**src/rtl/drgc_defines.svh**
```systemverilog
// Offsets, field positions, reset values and timing counts of the ramp core
`ifndef DRGC_DEFINES_SVH
`define DRGC_DEFINES_SVH

// Register offsets (word index on the internal write port)
`define DRGC_OFS_CW1      8'h00
`define DRGC_OFS_CW2      8'h01
`define DRGC_OFS_RISE     8'h06
`define DRGC_OFS_FALL     8'h07
`define DRGC_OFS_RATE     8'h0C
`define DRGC_OFS_LIM_LO   8'h0D
`define DRGC_OFS_LIM_HI   8'h0E

// Field positions in control word one
`define DRGC_B_RELOAD     15
`define DRGC_B_ACLR       14
`define DRGC_B_CLR        12
// Field positions in control word two
`define DRGC_B_DST_HI     21
`define DRGC_B_DST_LO     20
`define DRGC_B_EN         19
`define DRGC_B_NDH        18
`define DRGC_B_NDL        17
`define DRGC_B_FLEN       13
// Field positions in the rate register
`define DRGC_RATE_P_LO    0
`define DRGC_RATE_N_LO    16

// Reset values
`define DRGC_RST_WORD     32'h0000_0000
`define DRGC_RST_TIMER    16'h0000

// DDS clock is the system clock divided by this ratio
`define DRGC_DDS_DIV      5'h18
`define DRGC_DDS_LAST     5'h17

`endif

```
**src/rtl/drgc_pkg.sv**
```systemverilog
// Types shared by the ramp generator core
package drgc_pkg;

   // One register write from the host side
   typedef struct packed {
      logic        wr;     // Write strobe, one cycle
      logic [7:0]  addr;   // Register offset
      logic [31:0] data;   // Write data
   } drgc_wr_t;

   // Active control bits after an update
   typedef struct packed {
      logic       en;      // Ramp enable
      logic       ndh;     // No-dwell high
      logic       ndl;     // No-dwell low
      logic [1:0] dest;    // Destination select
      logic       flen;    // Limit flag output enable
      logic       reload;  // Reload timer at update
      logic       clr;     // Clear accumulator
      logic       aclr;    // Auto-clear accumulator
   } drgc_ctrl_t;

   // Destination encodings
   typedef enum logic [1:0] {
      DRGC_DST_FREQ  = 2'h0,
      DRGC_DST_PHASE = 2'h1
   } drgc_dest_t;

endpackage : drgc_pkg

```
**src/rtl/drgc_core.sv**
```systemverilog
// Digital ramp generator core: accumulator, interval timer, limits
`timescale 1ns/1ns
`include "drgc_defines.svh"

// Overview of operation
// - 32-bit accumulator paced by DDS-clock interval timer
// - Rise interval P, fall interval N, 16 bits
// - Rise and fall step registers at 0x06, 0x07
// - Fall step is subtracted while falling
// - Phase keeps top 16, amplitude top 12
// - Timer reloads on enable, direction edge, expiry, update with reload bit set
// - Output held between lower and upper limit
// - Clear forces output to lower limit
// - Normal behaviour only with no-dwell bits clear
// - Enable acts at update; low direction loads lower
// - Rise stops at upper, resumes if raised
// - Fall stops at lower, resumes if lowered
// - Freeze pin stalls accumulator and output
// - Clear bit acts and releases only at update
// - Auto-clear holds accumulator one DDS cycle
// - Enable bit gates all ramp logic
// - Destination field routes output MSB aligned
// - Limit flag high at either limit if enabled
// - No-dwell bits at 0x01[18:17]
module drgc_core (
   input  wire logic               ref_clk_i,
   input  wire logic               rstn_i,
   input  wire drgc_pkg::drgc_wr_t cfg_wr_i,
   input  wire logic               io_update_i,
   input  wire logic               ramp_direction_pin_i,
   input  wire logic               ramp_freeze_pin_i,
   output logic [31:0]             ramp_word_o,
   output logic [31:0]             dest_word_o,
   output logic [1:0]              dest_sel_o,
   output logic                    ramp_limit_flag_pin_o,
   output logic                    normal_mode_o
);

   logic                    rst_meta_r;  // Reset synchroniser stage one
   logic                    rst_n;       // Released reset copy
   logic                    dir_meta_r;  // Direction pin stage one
   logic                    dir_s_r;     // Direction pin synchronised
   logic                    dir_d_r;     // Direction seen at last tick
   logic                    hold_meta_r; // Freeze pin stage one
   logic                    hold_s_r;    // Freeze pin synchronised
   logic [4:0]              div_r;       // DDS clock divider
   logic                    tick_r;      // One DDS clock cycle
   logic [31:0]             cw1_r;       // Shadow control word one
   logic [31:0]             cw2_r;       // Shadow control word two
   logic [31:0]             rise_r;      // Shadow rise step
   logic [31:0]             fall_r;      // Shadow fall step
   logic [31:0]             rate_r;      // Shadow interval rate
   logic [63:0]             lim_r;       // Shadow limit pair
   drgc_pkg::drgc_ctrl_t    ctl_a_r;     // Active control bits
   drgc_pkg::drgc_ctrl_t    ctl_nxt;     // Control decoded from shadow
   logic [31:0]             rise_a_r;    // Active rise step
   logic [31:0]             fall_a_r;    // Active fall step
   logic [31:0]             rate_a_r;    // Active interval rate
   logic [63:0]             lim_a_r;     // Active limit pair
   logic                    ev_en_r;     // Enable rise pending
   logic                    ev_aclr_r;   // Auto-clear pending
   logic                    ev_rld_r;    // Reload at update pending
   logic [15:0]             timer_r;     // Interval timer
   logic [31:0]             acc_r;       // Ramp accumulator
   logic [31:0]             lower;       // Lower limit
   logic [31:0]             upper;       // Upper limit
   logic                    dir_edge;    // Direction change at tick
   logic                    expire;      // Timer expiry at tick
   logic                    force_low;   // Accumulator forced to lower
   logic                    normal;      // Both no-dwell bits clear
   logic [32:0]             sum_up;      // Rising candidate
   logic [32:0]             sum_dn;      // Falling candidate

   // Reset release through two flip-flops
   always_ff @(posedge ref_clk_i or negedge rstn_i) begin
      if (!rstn_i) begin
         rst_meta_r <= 1'b0;
         rst_n      <= 1'b0;
      end else begin
         rst_meta_r <= 1'b1;
         rst_n      <= rst_meta_r;
      end
   end

   // Pin synchronisers, stage one read only by stage two
   always_ff @(posedge ref_clk_i or negedge rst_n) begin
      if (!rst_n) begin
         dir_meta_r  <= 1'b0;
         dir_s_r     <= 1'b0;
         hold_meta_r <= 1'b0;
         hold_s_r    <= 1'b0;
      end else begin
         dir_meta_r  <= ramp_direction_pin_i;
         dir_s_r     <= dir_meta_r;
         hold_meta_r <= ramp_freeze_pin_i;
         hold_s_r    <= hold_meta_r;
      end
   end

   // DDS clock tick: one cycle in twenty-four
   always_ff @(posedge ref_clk_i or negedge rst_n) begin
      if (!rst_n) begin
         div_r  <= 5'h00;
         tick_r <= 1'b0;
      end else if (div_r == `DRGC_DDS_LAST) begin
         div_r  <= 5'h00;
         tick_r <= 1'b1;
      end else begin
         div_r  <= div_r + 5'h01;
         tick_r <= 1'b0;
      end
   end

   // Shadow registers written by the host
   always_ff @(posedge ref_clk_i or negedge rst_n) begin
      if (!rst_n) begin
         cw1_r  <= `DRGC_RST_WORD;
         cw2_r  <= `DRGC_RST_WORD;
         rise_r <= `DRGC_RST_WORD;
         fall_r <= `DRGC_RST_WORD;
         rate_r <= `DRGC_RST_WORD;
         lim_r  <= {`DRGC_RST_WORD, `DRGC_RST_WORD};
      end else if (cfg_wr_i.wr) begin
         case (cfg_wr_i.addr)
            `DRGC_OFS_CW1:    cw1_r  <= cfg_wr_i.data;
            `DRGC_OFS_CW2:    cw2_r  <= cfg_wr_i.data;
            `DRGC_OFS_RISE:   rise_r <= cfg_wr_i.data;
            `DRGC_OFS_FALL:   fall_r <= cfg_wr_i.data;
            `DRGC_OFS_RATE:   rate_r <= cfg_wr_i.data;
            `DRGC_OFS_LIM_LO: lim_r[31:0]  <= cfg_wr_i.data;
            `DRGC_OFS_LIM_HI: lim_r[63:32] <= cfg_wr_i.data;
            default: ;                          // Unmapped writes dropped
         endcase
      end
   end

   // Decode shadow control bits
   always_comb begin
      ctl_nxt.en     = cw2_r[`DRGC_B_EN];
      ctl_nxt.ndh    = cw2_r[`DRGC_B_NDH];
      ctl_nxt.ndl    = cw2_r[`DRGC_B_NDL];
      ctl_nxt.dest   = cw2_r[`DRGC_B_DST_HI:`DRGC_B_DST_LO];
      ctl_nxt.flen   = cw2_r[`DRGC_B_FLEN];
      ctl_nxt.reload = cw1_r[`DRGC_B_RELOAD];
      ctl_nxt.clr    = cw1_r[`DRGC_B_CLR];
      ctl_nxt.aclr   = cw1_r[`DRGC_B_ACLR];
   end

   // Update copies shadow into the active set
   always_ff @(posedge ref_clk_i or negedge rst_n) begin
      if (!rst_n) begin
         ctl_a_r  <= '0;
         rise_a_r <= `DRGC_RST_WORD;
         fall_a_r <= `DRGC_RST_WORD;
         rate_a_r <= `DRGC_RST_WORD;
         lim_a_r  <= {`DRGC_RST_WORD, `DRGC_RST_WORD};
      end else if (io_update_i) begin
         ctl_a_r  <= ctl_nxt;
         rise_a_r <= rise_r;
         fall_a_r <= fall_r;
         rate_a_r <= rate_r;
         lim_a_r  <= lim_r;
      end
   end

   // Update events wait for the next DDS tick; a new one wins the clear
   always_ff @(posedge ref_clk_i or negedge rst_n) begin
      if (!rst_n) begin
         ev_en_r   <= 1'b0;
         ev_aclr_r <= 1'b0;
         ev_rld_r  <= 1'b0;
      end else if (io_update_i) begin
         ev_en_r   <= ev_en_r | (ctl_nxt.en & ~ctl_a_r.en);
         ev_aclr_r <= ev_aclr_r | ctl_nxt.aclr;
         ev_rld_r  <= ev_rld_r | ctl_nxt.reload;
      end else if (tick_r) begin
         ev_en_r   <= 1'b0;
         ev_aclr_r <= 1'b0;
         ev_rld_r  <= 1'b0;
      end
   end

   assign lower     = lim_a_r[31:0];
   assign upper     = lim_a_r[63:32];
   assign normal    = ~ctl_a_r.ndh & ~ctl_a_r.ndl;
   assign dir_edge  = tick_r & (dir_s_r != dir_d_r);
   assign expire    = tick_r & ~hold_s_r & (timer_r <= 16'h0001);
   assign force_low = ctl_a_r.clr | (tick_r & ev_aclr_r)
                    | (tick_r & ev_en_r & ~dir_s_r);
   assign sum_up    = {1'b0, acc_r} + {1'b0, rise_a_r};
   assign sum_dn    = {1'b0, acc_r} - {1'b0, fall_a_r};

   // Direction level seen at the previous tick
   always_ff @(posedge ref_clk_i or negedge rst_n) begin
      if (!rst_n) begin
         dir_d_r <= 1'b0;
      end else if (tick_r) begin
         dir_d_r <= dir_s_r;
      end
   end

   // Interval timer, counts DDS cycles while enabled
   always_ff @(posedge ref_clk_i or negedge rst_n) begin
      if (!rst_n) begin
         timer_r <= `DRGC_RST_TIMER;
      end else if (!ctl_a_r.en) begin
         timer_r <= timer_r;
      end else if (tick_r & (ev_en_r | dir_edge | ev_rld_r | expire)) begin
         timer_r <= dir_s_r ? rate_a_r[`DRGC_RATE_P_LO +: 16]
                            : rate_a_r[`DRGC_RATE_N_LO +: 16];
      end else if (tick_r & ~hold_s_r) begin
         timer_r <= timer_r - 16'h0001;
      end
   end

   // Accumulator with limit logic in its feedback path
   always_ff @(posedge ref_clk_i or negedge rst_n) begin
      if (!rst_n) begin
         acc_r <= `DRGC_RST_WORD;
      end else if (!ctl_a_r.en) begin
         acc_r <= acc_r;
      end else if (force_low) begin
         acc_r <= lower;
      end else if (expire & ~ev_en_r & ~dir_edge & dir_s_r) begin
         if (sum_up[32] | (sum_up[31:0] >= upper)) begin
            acc_r <= ctl_a_r.ndh ? lower : upper;
         end else begin
            acc_r <= sum_up[31:0];
         end
      end else if (expire & ~ev_en_r & ~dir_edge) begin
         if (sum_dn[32] | (sum_dn[31:0] <= lower)) begin
            acc_r <= ctl_a_r.ndl ? upper : lower;
         end else begin
            acc_r <= sum_dn[31:0];
         end
      end else if (acc_r > upper) begin
         acc_r <= upper;
      end else if (acc_r < lower) begin
         acc_r <= lower;
      end
   end

   // Output stage: word, routed word, flag, mode
   always_ff @(posedge ref_clk_i or negedge rst_n) begin
      if (!rst_n) begin
         ramp_word_o           <= `DRGC_RST_WORD;
         dest_word_o           <= `DRGC_RST_WORD;
         dest_sel_o            <= 2'h0;
         ramp_limit_flag_pin_o <= 1'b0;
         normal_mode_o         <= 1'b1;
      end else begin
         ramp_word_o <= acc_r;
         dest_sel_o  <= ctl_a_r.dest;
         case (ctl_a_r.dest)
            drgc_pkg::DRGC_DST_FREQ:  dest_word_o <= acc_r;
            drgc_pkg::DRGC_DST_PHASE:
               dest_word_o <= {acc_r[31:16], 16'h0000};
            default: dest_word_o <= {acc_r[31:20], 20'h00000};
         endcase
         ramp_limit_flag_pin_o <= ctl_a_r.en & ctl_a_r.flen
                                & ((acc_r == lower) | (acc_r == upper));
         normal_mode_o <= normal;
      end
   end
endmodule : drgc_core

```
**config.mk**
```make
export PLATFORM = sky130hd
export DESIGN_NAME = drgc_core
export DESIGN_NICKNAME = d
export VERILOG_FILES = /design/src/rtl/drgc_pkg.sv /design/src/rtl/drgc_core.sv
export VERILOG_INCLUDE_DIRS = /design/src /design/src/rtl
export SDC_FILE = /design/constraint.sdc
export NUM_CORES = 1
export LEC_CHECK = 0
export BUFFER_PORTS_ARGS = -buffer_cell sky130_fd_sc_hd__buf_2
export CAP_MARGIN = 15
export CORE_UTILIZATION = 50
export CTS_BUF_LIST = sky130_fd_sc_hd__clkbuf_4 sky130_fd_sc_hd__clkbuf_8 sky130_fd_sc_hd__clkbuf_16
export DETAILED_ROUTE_END_ITERATION = 16
export MAX_ROUTING_LAYER = met4
export PLACE_DENSITY = 0.67
export RECOVER_POWER = 100
export SYNTH_ARGS = -nofsm -noshare
export SYNTH_HDL_FRONTEND = slang
export SYNTH_SLANG_ARGS = --single-unit
```
**constraint.sdc**
```tcl
create_clock -name ref_clk_i -period 42 [get_ports ref_clk_i]
set_input_delay 6.3 -clock ref_clk_i [delete_from_list [all_inputs] [get_ports ref_clk_i]]
set_output_delay 6.3 -clock ref_clk_i [all_outputs]
set_load 0.005 [all_outputs]
```
; ---- Yosys cells after proc, flatten, opt, wreduce, memory -nomap -nowiden
; Index checks and enable logic that the tools add are counted.
[totals]
regBits = 497
elab_cells = 121
[op_classes]
reduce_logical = 14
eq_ne = 11
magnitude_cmp = 5
add_sub_neg = 4
bitwise = 32
n_mux = 19
[ops]
columns = operator, count
row1 = 32-bit 2-to-1 mux, 9
row2 = 32-bit == test, 2
row3 = 16-bit 2-to-1 mux, 3
row4 = 20-bit case mux with 2 select lines, 1
row5 = 32-bit by 32-bit adder with 33-bit output, 1
row6 = 32-bit by 32-bit subtractor with 33-bit output, 1
row7 = 32-bit greater-or-equal comparator, 1
row8 = 32-bit > comparator, 1
row9 = 32-bit less-or-equal comparator, 1
row10 = 32-bit < comparator, 1
row11 = "8-bit by 4-bit == test with 1-bit output, second input constant", 3
row12 = 2-bit AND reduction, 9
row13 = "8-bit by 3-bit == test with 1-bit output, second input constant", 2
row14 = "16-bit by 1-bit less-or-equal comparator with 1-bit output, second input constant", 1
row15 = "16-bit by 1-bit subtractor with 16-bit output, second input constant", 1
row16 = 1-bit AND, 14
row17 = 1-bit OR, 11
row18 = "8-bit by 1-bit == test with 1-bit output, second input constant", 1
row19 = 8-bit zero test, 1
row20 = 1-bit NOT, 7
row21 = "5-bit by 1-bit adder with 5-bit output, second input constant", 1
row22 = "5-bit == test, second input constant", 1
row23 = 1-bit 2-to-1 mux, 5
row24 = 5-bit 2-to-1 mux, 1
row25 = 5 further kinds, 6

; ---- Longest topological paths before layout
; Gate-level depths: netlist of the first run.
[logic_depth]
depth_word = 8
ltp_mapped = 23
depth_no_buf = 21

; ---- Least setup slack after synthesis of the first run
; OpenSTA, ideal clock, no wires.
[synth_timing]
kind = in2reg
startpoint = input cfg_wr_i[37] (netlist bit)
endpoint = register lim_r[10]
setup_time_ns = 0.125
t_arrival_ns = 7.967
required_time_ns = 41.875
slack_ns = 33.908
stages = 5
n_path_buf = 1
path_cell_list = nor4_1 -> nand4_1 -> nor3b_1 -> clkbuf_1 -> mux2_2
[synth_between]
elab_chain_len = 2
[synth_lines]
columns = item, line
row1 = "start, declared", drgc_core.sv:28  ; input wire drgc_pkg::drgc_wr_t cfg_wr_i,
row2 = 8-bit by 4-bit == test with 1-bit output, drgc_core.sv:124  ; case (cfg_wr_i.addr)
row3 = 2-bit AND reduction (no source line), -
row4 = "end signal, assigned", drgc_core.sv:122  ; lim_r <= {`DRGC_RST_WORD, `DRGC_RST_WORD};
row5 = "end signal, assigned", drgc_core.sv:130  ; `DRGC_OFS_LIM_LO: lim_r[31:0] <= cfg_wr_i.data;
row6 = "end, declared", drgc_core.sv:53  ; logic [63:0] lim_r;
; Every way passes these cells.
; A chain may end at the register's enable or synchronous reset.

; ---- Worst setup path in the final report of the first run
[layout_timing]
startpoint = input io_update_i
endpoint = register lim_a_r[4]
[layout_lines]
columns = item, line
row1 = "start, declared", drgc_core.sv:29  ; input wire logic io_update_i,
row2 = "end signal, assigned", drgc_core.sv:156  ; lim_a_r <= {`DRGC_RST_WORD, `DRGC_RST_WORD};
row3 = "end signal, assigned", drgc_core.sv:162  ; lim_a_r <= lim_r;
row4 = "end, declared", drgc_core.sv:59  ; logic [63:0] lim_a_r;
; No word-level cell between the ends.

==> results.ini, run 1 <==
[clock_tree]
cts.clk_slew.worst_paths_ns=0.06
cts_buffers=50
htreeDepth=2
cts_resized=0
cts_setup_buffers=0
cts_tree=yes
cts.sinks=456
worstSkewPairLatency_ns=0.63
cts_root_buf=clkbuf_16
clock_path_buffers=3
postCtsHoldBufs=0

[drt]
drt_iter0_markers=2217
drt-pass1-iter-count=6
antenna_left=0
vias_per_cell=6.24
drt_wl_total_um=85200
wl_per_cell_um=25.4
vias=20900
drc_errors=0

[hold_path]
holdCritPathClass=register to register

[finish]
final_cell_area_mm2=0.0288
fillCellCount=4534
drive_gt1_frac=0.180
layout.nets=2882
final_common_cell=dfrtp_1
final_cell_mix=452 x dfrtp_1, 263 x nand2_1, 258 x mux2_2
area_growth_pct=10.7

[power]
ir_drop_mv=0.0740
leakagePower_nw=13.1
powerDensity_mw_per_mm2=67.7

[global_route]
antenna_found_initial=2
grt_remaining_overflow=0
grt_max_degree=171
grt_use_total=0.334
grt_pass1_vias=20100
grt_pass1_wl_um=128000

[timing]
period_needed_ns=14.89
finalHoldViolations=0
finalSetupViolCount=0
fin_crit_sh=0.355
setup_tns_ns=0
tightest_slew_ns=9.17
rsz0062_at_grt=no
clock_skew_ns=0.0365
slew_violations=1014
relSlewSlack=-5.12
timing.fmax_mhz=67.1

[outcome]
violations=capacitance limit, slew limit
status=finished, violations left

[placement]
gp_congestion=1.02
place_area_mm2=0.0272
port_buffers=113
detailed_place_hpwl_um=63200

[synth]
synth_edf_count=0
synth_top_family_by_area=compound AO/OA/AOI/OAI gates
yosysSeqAreaShare=0.438
synth-adder-area-share=0.0952
avgSynthCellArea_um2=10.1
synthArstFlopShare=1.00
ys_seq_elements=456
synthCells=2581
yosys.cell_types.count=77
syn_nets=2824
synth_compound_area_frac=0.165
ys.warnings.count=0
synthSimpleGateAreaFrac=0.112
synth-xor-area-share=0.0168
synth_area_mm2=0.0261
synth_flop_cell=dfrtp_1
yosys-mux-area-fraction=0.133

[setup_path]
criticalPathCategory=primary input to register
arrival_ns=15.20
cp-start-kind=primary input
crit_fanout=168
critPathRequiredTime_ns=42.31
worstSetupEndpointType=register

[floorplanning]
die_x_um=230
fp.coreArea_mm2=0.0514
die_area_mm2=0.0530
rows=83
io_pins=114
start_util=0.507
fp.dieH_um=230

[flow_run]
maxCapViolations=16

==> sequential cells by signal, summed over array words and instances, names as in the netlist, 2 cells and up <==
register     cells
rate_r          32
acc_r           32
fall_r          32
rise_a_r        32
dest_word_o     32
ctl_a_r          7
dest_sel_o       2
rate_a_r        32
div_r            5
cw1_r            3
fall_a_r        32
timer_r         16
cw2_r            6
rise_r          32
ramp_word_o     20
lim_a_r         64
lim_r           64
==> cell families after synthesis <==
| logic type | Yosys count |
|---|---|
| AO/OA/AOI/OAI | 688 |
| XOR/XNOR | 50 |
| adder cells (fa/ha/maj) | 197 |
| buffers and inverters | 259 |
| flip-flops | 456 |
| multiplexers | 313 |
| other | 1 |
| AND/OR/NAND/NOR | 617 |
==> final cells by class <==
class	count	area, um^2	area share
inverter	123	462	0.0160
timing repair buffer	142	693	0.0240
antenna	1	2.50	0.0000868
clock inverter	16	290	0.0101
multi-input combinational	1866	13600	0.473
sequential	456	11400	0.396
tap	680	851	0.0295
clock buffer	74	1490	0.0516
==> layer usage <==
metal  routed length [um]  part of all wire  GRT usage
met5                    0                 0          -
met4                 2820             0.033      0.110
met3                 8080             0.095     0.0761
met2                35500              0.42      0.462
met1                38800              0.46      0.480
==> cell usage after synthesis (all sizes together) (14+ instances only) <==
cell type	number	area (um^2)
xnor2	31	272
and2	23	144
mux2	259	2920
clkbuf	103	387
nor2	100	375
o211ai	51	383
nand2b	17	106
nor3	32	160
ha	195	2440
nor2b	24	150
mux2i	54	541
a31oi	14	87.6
xor2	19	166
a211oi	25	188
nand4	35	219
dfrtp	455	11400
nand2	264	1010
a21oi	169	846
nand3	50	250
inv	122	458
o21ai	253	1270
a21o	26	195
buf	33	193
o21a	22	165
==> worst paths after layout <==
| check | start | end | slack [ns] | depth (start not counted) |
|---|---|---|---|---|
| worst max register to register | rst_n | ctl_a_r[6] | 30.19 | 1 |
| max in group asynchronous | rst_n | ctl_a_r[6] | 30.19 | 1 |
| worst min-delay path | dir_meta_r | dir_s_r | 0.34 | 0 |
| min in group asynchronous | rst_n | fall_r[2] | 1.18 | 0 |
| worst max-delay path | io_update_i | lim_a_r[4] | 27.11 | 3 |
| worst min register to register | dir_meta_r | dir_s_r | 0.34 | 0 |
==> report_power, final <==
part | switching, mW | internal, mW
logic | 0.559 | 0.352
clock network | 0.187 | 0.283
registers | 0.0769 | 0.496
==> per-stage QoR <==
| step | cells | power, mW | hold WS, ns | setup slack (ns) | util |
|---|---|---|---|---|---|
| 6_report | 3358 | 1.95 | 0.345 | 27.11 | 0.561 |
| 5_1_grt | 3357 | 2.07 | 0.357 | 26.10 | 0.561 |
| 4_1_cts | 3357 | 1.94 | 0.347 | 33.89 | 0.563 |
| 3_5_place_dp | 3267 | 1.47 | 0.335 | 33.24 | 0.529 |
| 3_3_place_gp | 3267 | 1.45 | 0.333 | 33.34 | 0.529 |
| 2_1_floorplan | 2581 | 1.17 | 0.331 | 28.35 | - |
==> worst max-delay path: stages <==
cell      delay (ns)
clkbuf_1        5.15
clkbuf_1        3.29
o21ai_0         0.35
Note: power is estimated with default switching activity, not from simulation.
==> run 2, diff against run 1 <==
--- a/config.mk
+++ b/config.mk
@@ -6,13 +6,14 @@
 export SDC_FILE = /design/constraint.sdc
 export NUM_CORES = 1
 export LEC_CHECK = 0
+export ABC_AREA = 1
 export BUFFER_PORTS_ARGS = -buffer_cell sky130_fd_sc_hd__buf_2
 export CAP_MARGIN = 15
 export CORE_UTILIZATION = 50
 export CTS_BUF_LIST = sky130_fd_sc_hd__clkbuf_4 sky130_fd_sc_hd__clkbuf_8 sky130_fd_sc_hd__clkbuf_16
 export DETAILED_ROUTE_END_ITERATION = 16
 export MAX_ROUTING_LAYER = met4
-export PLACE_DENSITY = 0.67
+export PLACE_DENSITY = 0.69
 export RECOVER_POWER = 100
 export SYNTH_ARGS = -nofsm -noshare
 export SYNTH_HDL_FRONTEND = slang
==> constraint.sdc (replaced) <==
create_clock -name ref_clk_i -period 12.35 [get_ports ref_clk_i]
set_input_delay 1.8525 -clock ref_clk_i [delete_from_list [all_inputs] [get_ports ref_clk_i]]
set_output_delay 1.8525 -clock ref_clk_i [all_outputs]
set_load 0.005 [all_outputs]
==> run 2 against run 1 <==
- the flow still finishes with violations (capacitance limit, slew limit)
- register-to-register slack worse by 25 ns
- routed wire length decreased by 0.41%
- count of clock-buffer cells in the layout down 1
- global-route usage decreased by 1.6 points
- sequential share of layout area is 2.0 points lower
- final area is 5.4% higher
- critical path depth rose by 1
==> results.ini, run 2 <==
[synth]
synth_area_mm2=0.0276  ; was 0.0261 mm^2
yosysSeqAreaShare=0.413  ; was 0.438
synth_most_common_cell=nand2_1  ; was dfrtp_1
yosys.area.top_type=dfrtp_1  ; unchanged
ys_seq_elements=456  ; unchanged
synth_flop_cell=dfrtp_1  ; unchanged
synth_top_cell_area_share=0.412  ; was 0.437
ys.warnings.count=0  ; unchanged
yosys.cell_types.count=46  ; was 77
synthTopCellsByCount=1355 x nand2_1, 520 x inv_1, 455 x dfrtp_1  ; was 455 x dfrtp_1, 263 x nand2_1, 259 x mux2_2
synth_edf_count=0  ; unchanged
avgSynthCellArea_um2=7.15  ; was 10.1 um^2
synthTopCellsByArea=dfrtp_1 41%, nand2_1 18%, ha_1 8.8%, inv_1 7.1%, o21ai_0 7.1%  ; was dfrtp_1 44%, mux2_2 11%, ha_1 9.4%, o21ai_0 4.9%, nand2_1 3.8%
synthCells=3860  ; was 2581
syn_nets=4103  ; was 2824
synthArstFlopShare=1.00  ; unchanged

[floorplanning]
fp.dieH_um=237  ; was 230 um
io_pins=114  ; unchanged
rows=85  ; was 83
fp.coreArea_mm2=0.0542  ; was 0.0514 mm^2
die_x_um=237  ; was 230 um
start_util=0.509  ; was 0.507
die_area_mm2=0.0562  ; was 0.0530 mm^2

[power]
ir_drop_mv=0.227  ; was 0.0740 mV
leakagePower_nw=16.4  ; was 13.1 nW
powerDensity_mw_per_mm2=259  ; was 67.7 mW/mm^2

[outcome]
violations=capacitance limit, slew limit  ; unchanged
status=finished, violations left  ; unchanged

[timing]
finalHoldViolations=0  ; unchanged
clock_skew_ns=0.0211  ; was 0.0365 ns
finalSetupViolCount=0  ; unchanged
slew_violations=970  ; was 1014
relSlewSlack=-1.78  ; was -5.12
tightest_slew_ns=4.18  ; was 9.17 ns
setup_tns_ns=0  ; unchanged
rsz0062_at_grt=no  ; unchanged
timing.fmax_mhz=132
period_needed_ns=7.60
fin_crit_sh=0.615

[setup_path]
crit_fanout=97  ; was 168
worstSetupEndpointType=register  ; unchanged
cp-start-kind=primary input  ; unchanged
criticalPathCategory=primary input to register  ; unchanged
critPathRequiredTime_ns=12.85  ; was 42.31 ns
arrival_ns=8.10  ; was 15.20 ns

[drt]
drt_iter0_markers=2598  ; was 2217
vias_per_cell=5.43  ; was 6.24
vias=25200  ; was 20900
drc_errors=0  ; unchanged
drt-pass1-iter-count=7  ; was 6
wl_per_cell_um=18.3  ; was 25.4 um
drt_wl_total_um=84800  ; was 85200 um
antenna_left=0  ; unchanged

[placement]
detailed_place_hpwl_um=61500  ; was 63200 um
gp_congestion=1.06  ; was 1.02
port_buffers=113  ; unchanged
placed_cells=4539  ; was 3267

[clock_tree]
cts_root_buf=clkbuf_16  ; unchanged
cts_tree=yes  ; unchanged
cts_buffers=51  ; was 50
cts.clk_slew.worst_paths_ns=0.06  ; about the same
cts_setup_buffers=0  ; unchanged
cts.sinks=456  ; unchanged
cts_resized=0  ; unchanged
worstSkewPairLatency_ns=0.60  ; was 0.63 ns
htreeDepth=2  ; unchanged
clock_path_buffers=3  ; unchanged
postCtsHoldBufs=0  ; unchanged

[flow_run]
maxCapViolations=15  ; was 16

[finish]
top_regs=lim_a_r: 64 flops, lim_r: 64 flops  ; unchanged
final_common_cell=nand2_1  ; was dfrtp_1
final_cell_mix=1353 x nand2_1, 521 x inv_1, 453 x dfrtp_1  ; was 452 x dfrtp_1, 263 x nand2_1, 258 x mux2_2
area_growth_pct=10.0  ; was 10.7%
drive_gt1_frac=0.0554  ; was 0.180
layout.nets=4139  ; was 2882
final_cells=4635  ; was 3358

[global_route]
antenna_found_initial=2  ; unchanged
grt_max_degree=154  ; was 171
grt_remaining_overflow=0  ; unchanged
grt_pass1_wl_um=134000  ; was 128000 um
grt_pass1_vias=23800  ; was 20100
grt_use_total=0.318  ; was 0.334

[hold_path]
holdCritPathClass=register to register  ; unchanged

run 2: final cells by class:
class | count | area (um^2)
sequential | 456 | 11400
timing repair buffer | 133 | 659
fill | 5238 | 23900
clock buffer | 73 | 1550
clock inverter | 22 | 299
tap | 696 | 871
inverter | 524 | 1970
antenna | 1 | 2.50
multi-input combinational | 2730 | 13600
run 2: worst max-delay path: stages:
cell      delay (ns)
clkbuf_1        2.71
clkbuf_1        2.43
nand2_1         0.78
nand2_1         0.24
run 2: logic make-up (layout without fill, tap and decap cells):
| logic type | after synthesis | in the layout | synth area share |
|---|---|---|---|
| AND/OR/NAND/NOR | 1925 | 1925 | 0.281 |
| buffers and inverters | 674 | 752 | 0.0948 |
| AO/OA/AOI/OAI | 568 | 568 | 0.108 |
| flip-flops | 456 | 456 | 0.413 |
| adder cells (fa/ha/maj) | 197 | 197 | 0.0898 |
| XOR/XNOR | 39 | 39 | 0.0124 |
| other | 1 | 2 | 0.000136 |
run 2: power by group:
group	switching, mW	internal (mW)
Clock	0.638	1.00
Sequential	0.239	1.68
Combinational	2.88	1.44
Total	3.75	4.11
run 2: final timing paths:
| check | start | slack [ns] | cells after the start | end |
|---|---|---|---|---|
| worst min-delay path | hold_meta_r | 0.34 | 0 | hold_s_r |
| max in group asynchronous | rst_n | 4.84 | 2 | rise_r[5] |
| worst min register to register | hold_meta_r | 0.34 | 0 | hold_s_r |
| worst max register to register | rst_n | 4.84 | 2 | rise_r[5] |
| min in group asynchronous | rst_n | 0.60 | 0 | rate_a_r[31] |
| worst max-delay path | io_update_i | 4.75 | 4 | rise_a_r[29] |
run 2: metal layers:
metal	routed length, um	track usage	up-vias	part of all wire
li1	-	-	12300	-
met1	38100	0.444	11700	0.45
met2	36400	0.467	1020	0.43
met3	7740	0.0583	162	0.091
met4	2590	0.0982	0	0.031
met5	0	-	-	0
run 2: metrics by stage:
stage / cell area [um^2] / power, mW / hold slack, ns / utilization / worst slack [ns]
2_1_floorplan: 27600 / 4.89 / 0.331 / - / 4.92
3_3_place_gp: 28600 / 6.09 / 0.285 / 0.528 / 7.25
3_5_place_dp: 28600 / 6.13 / 0.298 / 0.528 / 7.16
4_1_cts: 30500 / 7.79 / 0.304 / 0.562 / 7.12
5_1_grt: 30400 / 8.53 / 0.348 / 0.560 / 3.38
6_report: 30400 / 7.87 / 0.344 / 0.560 / 4.75
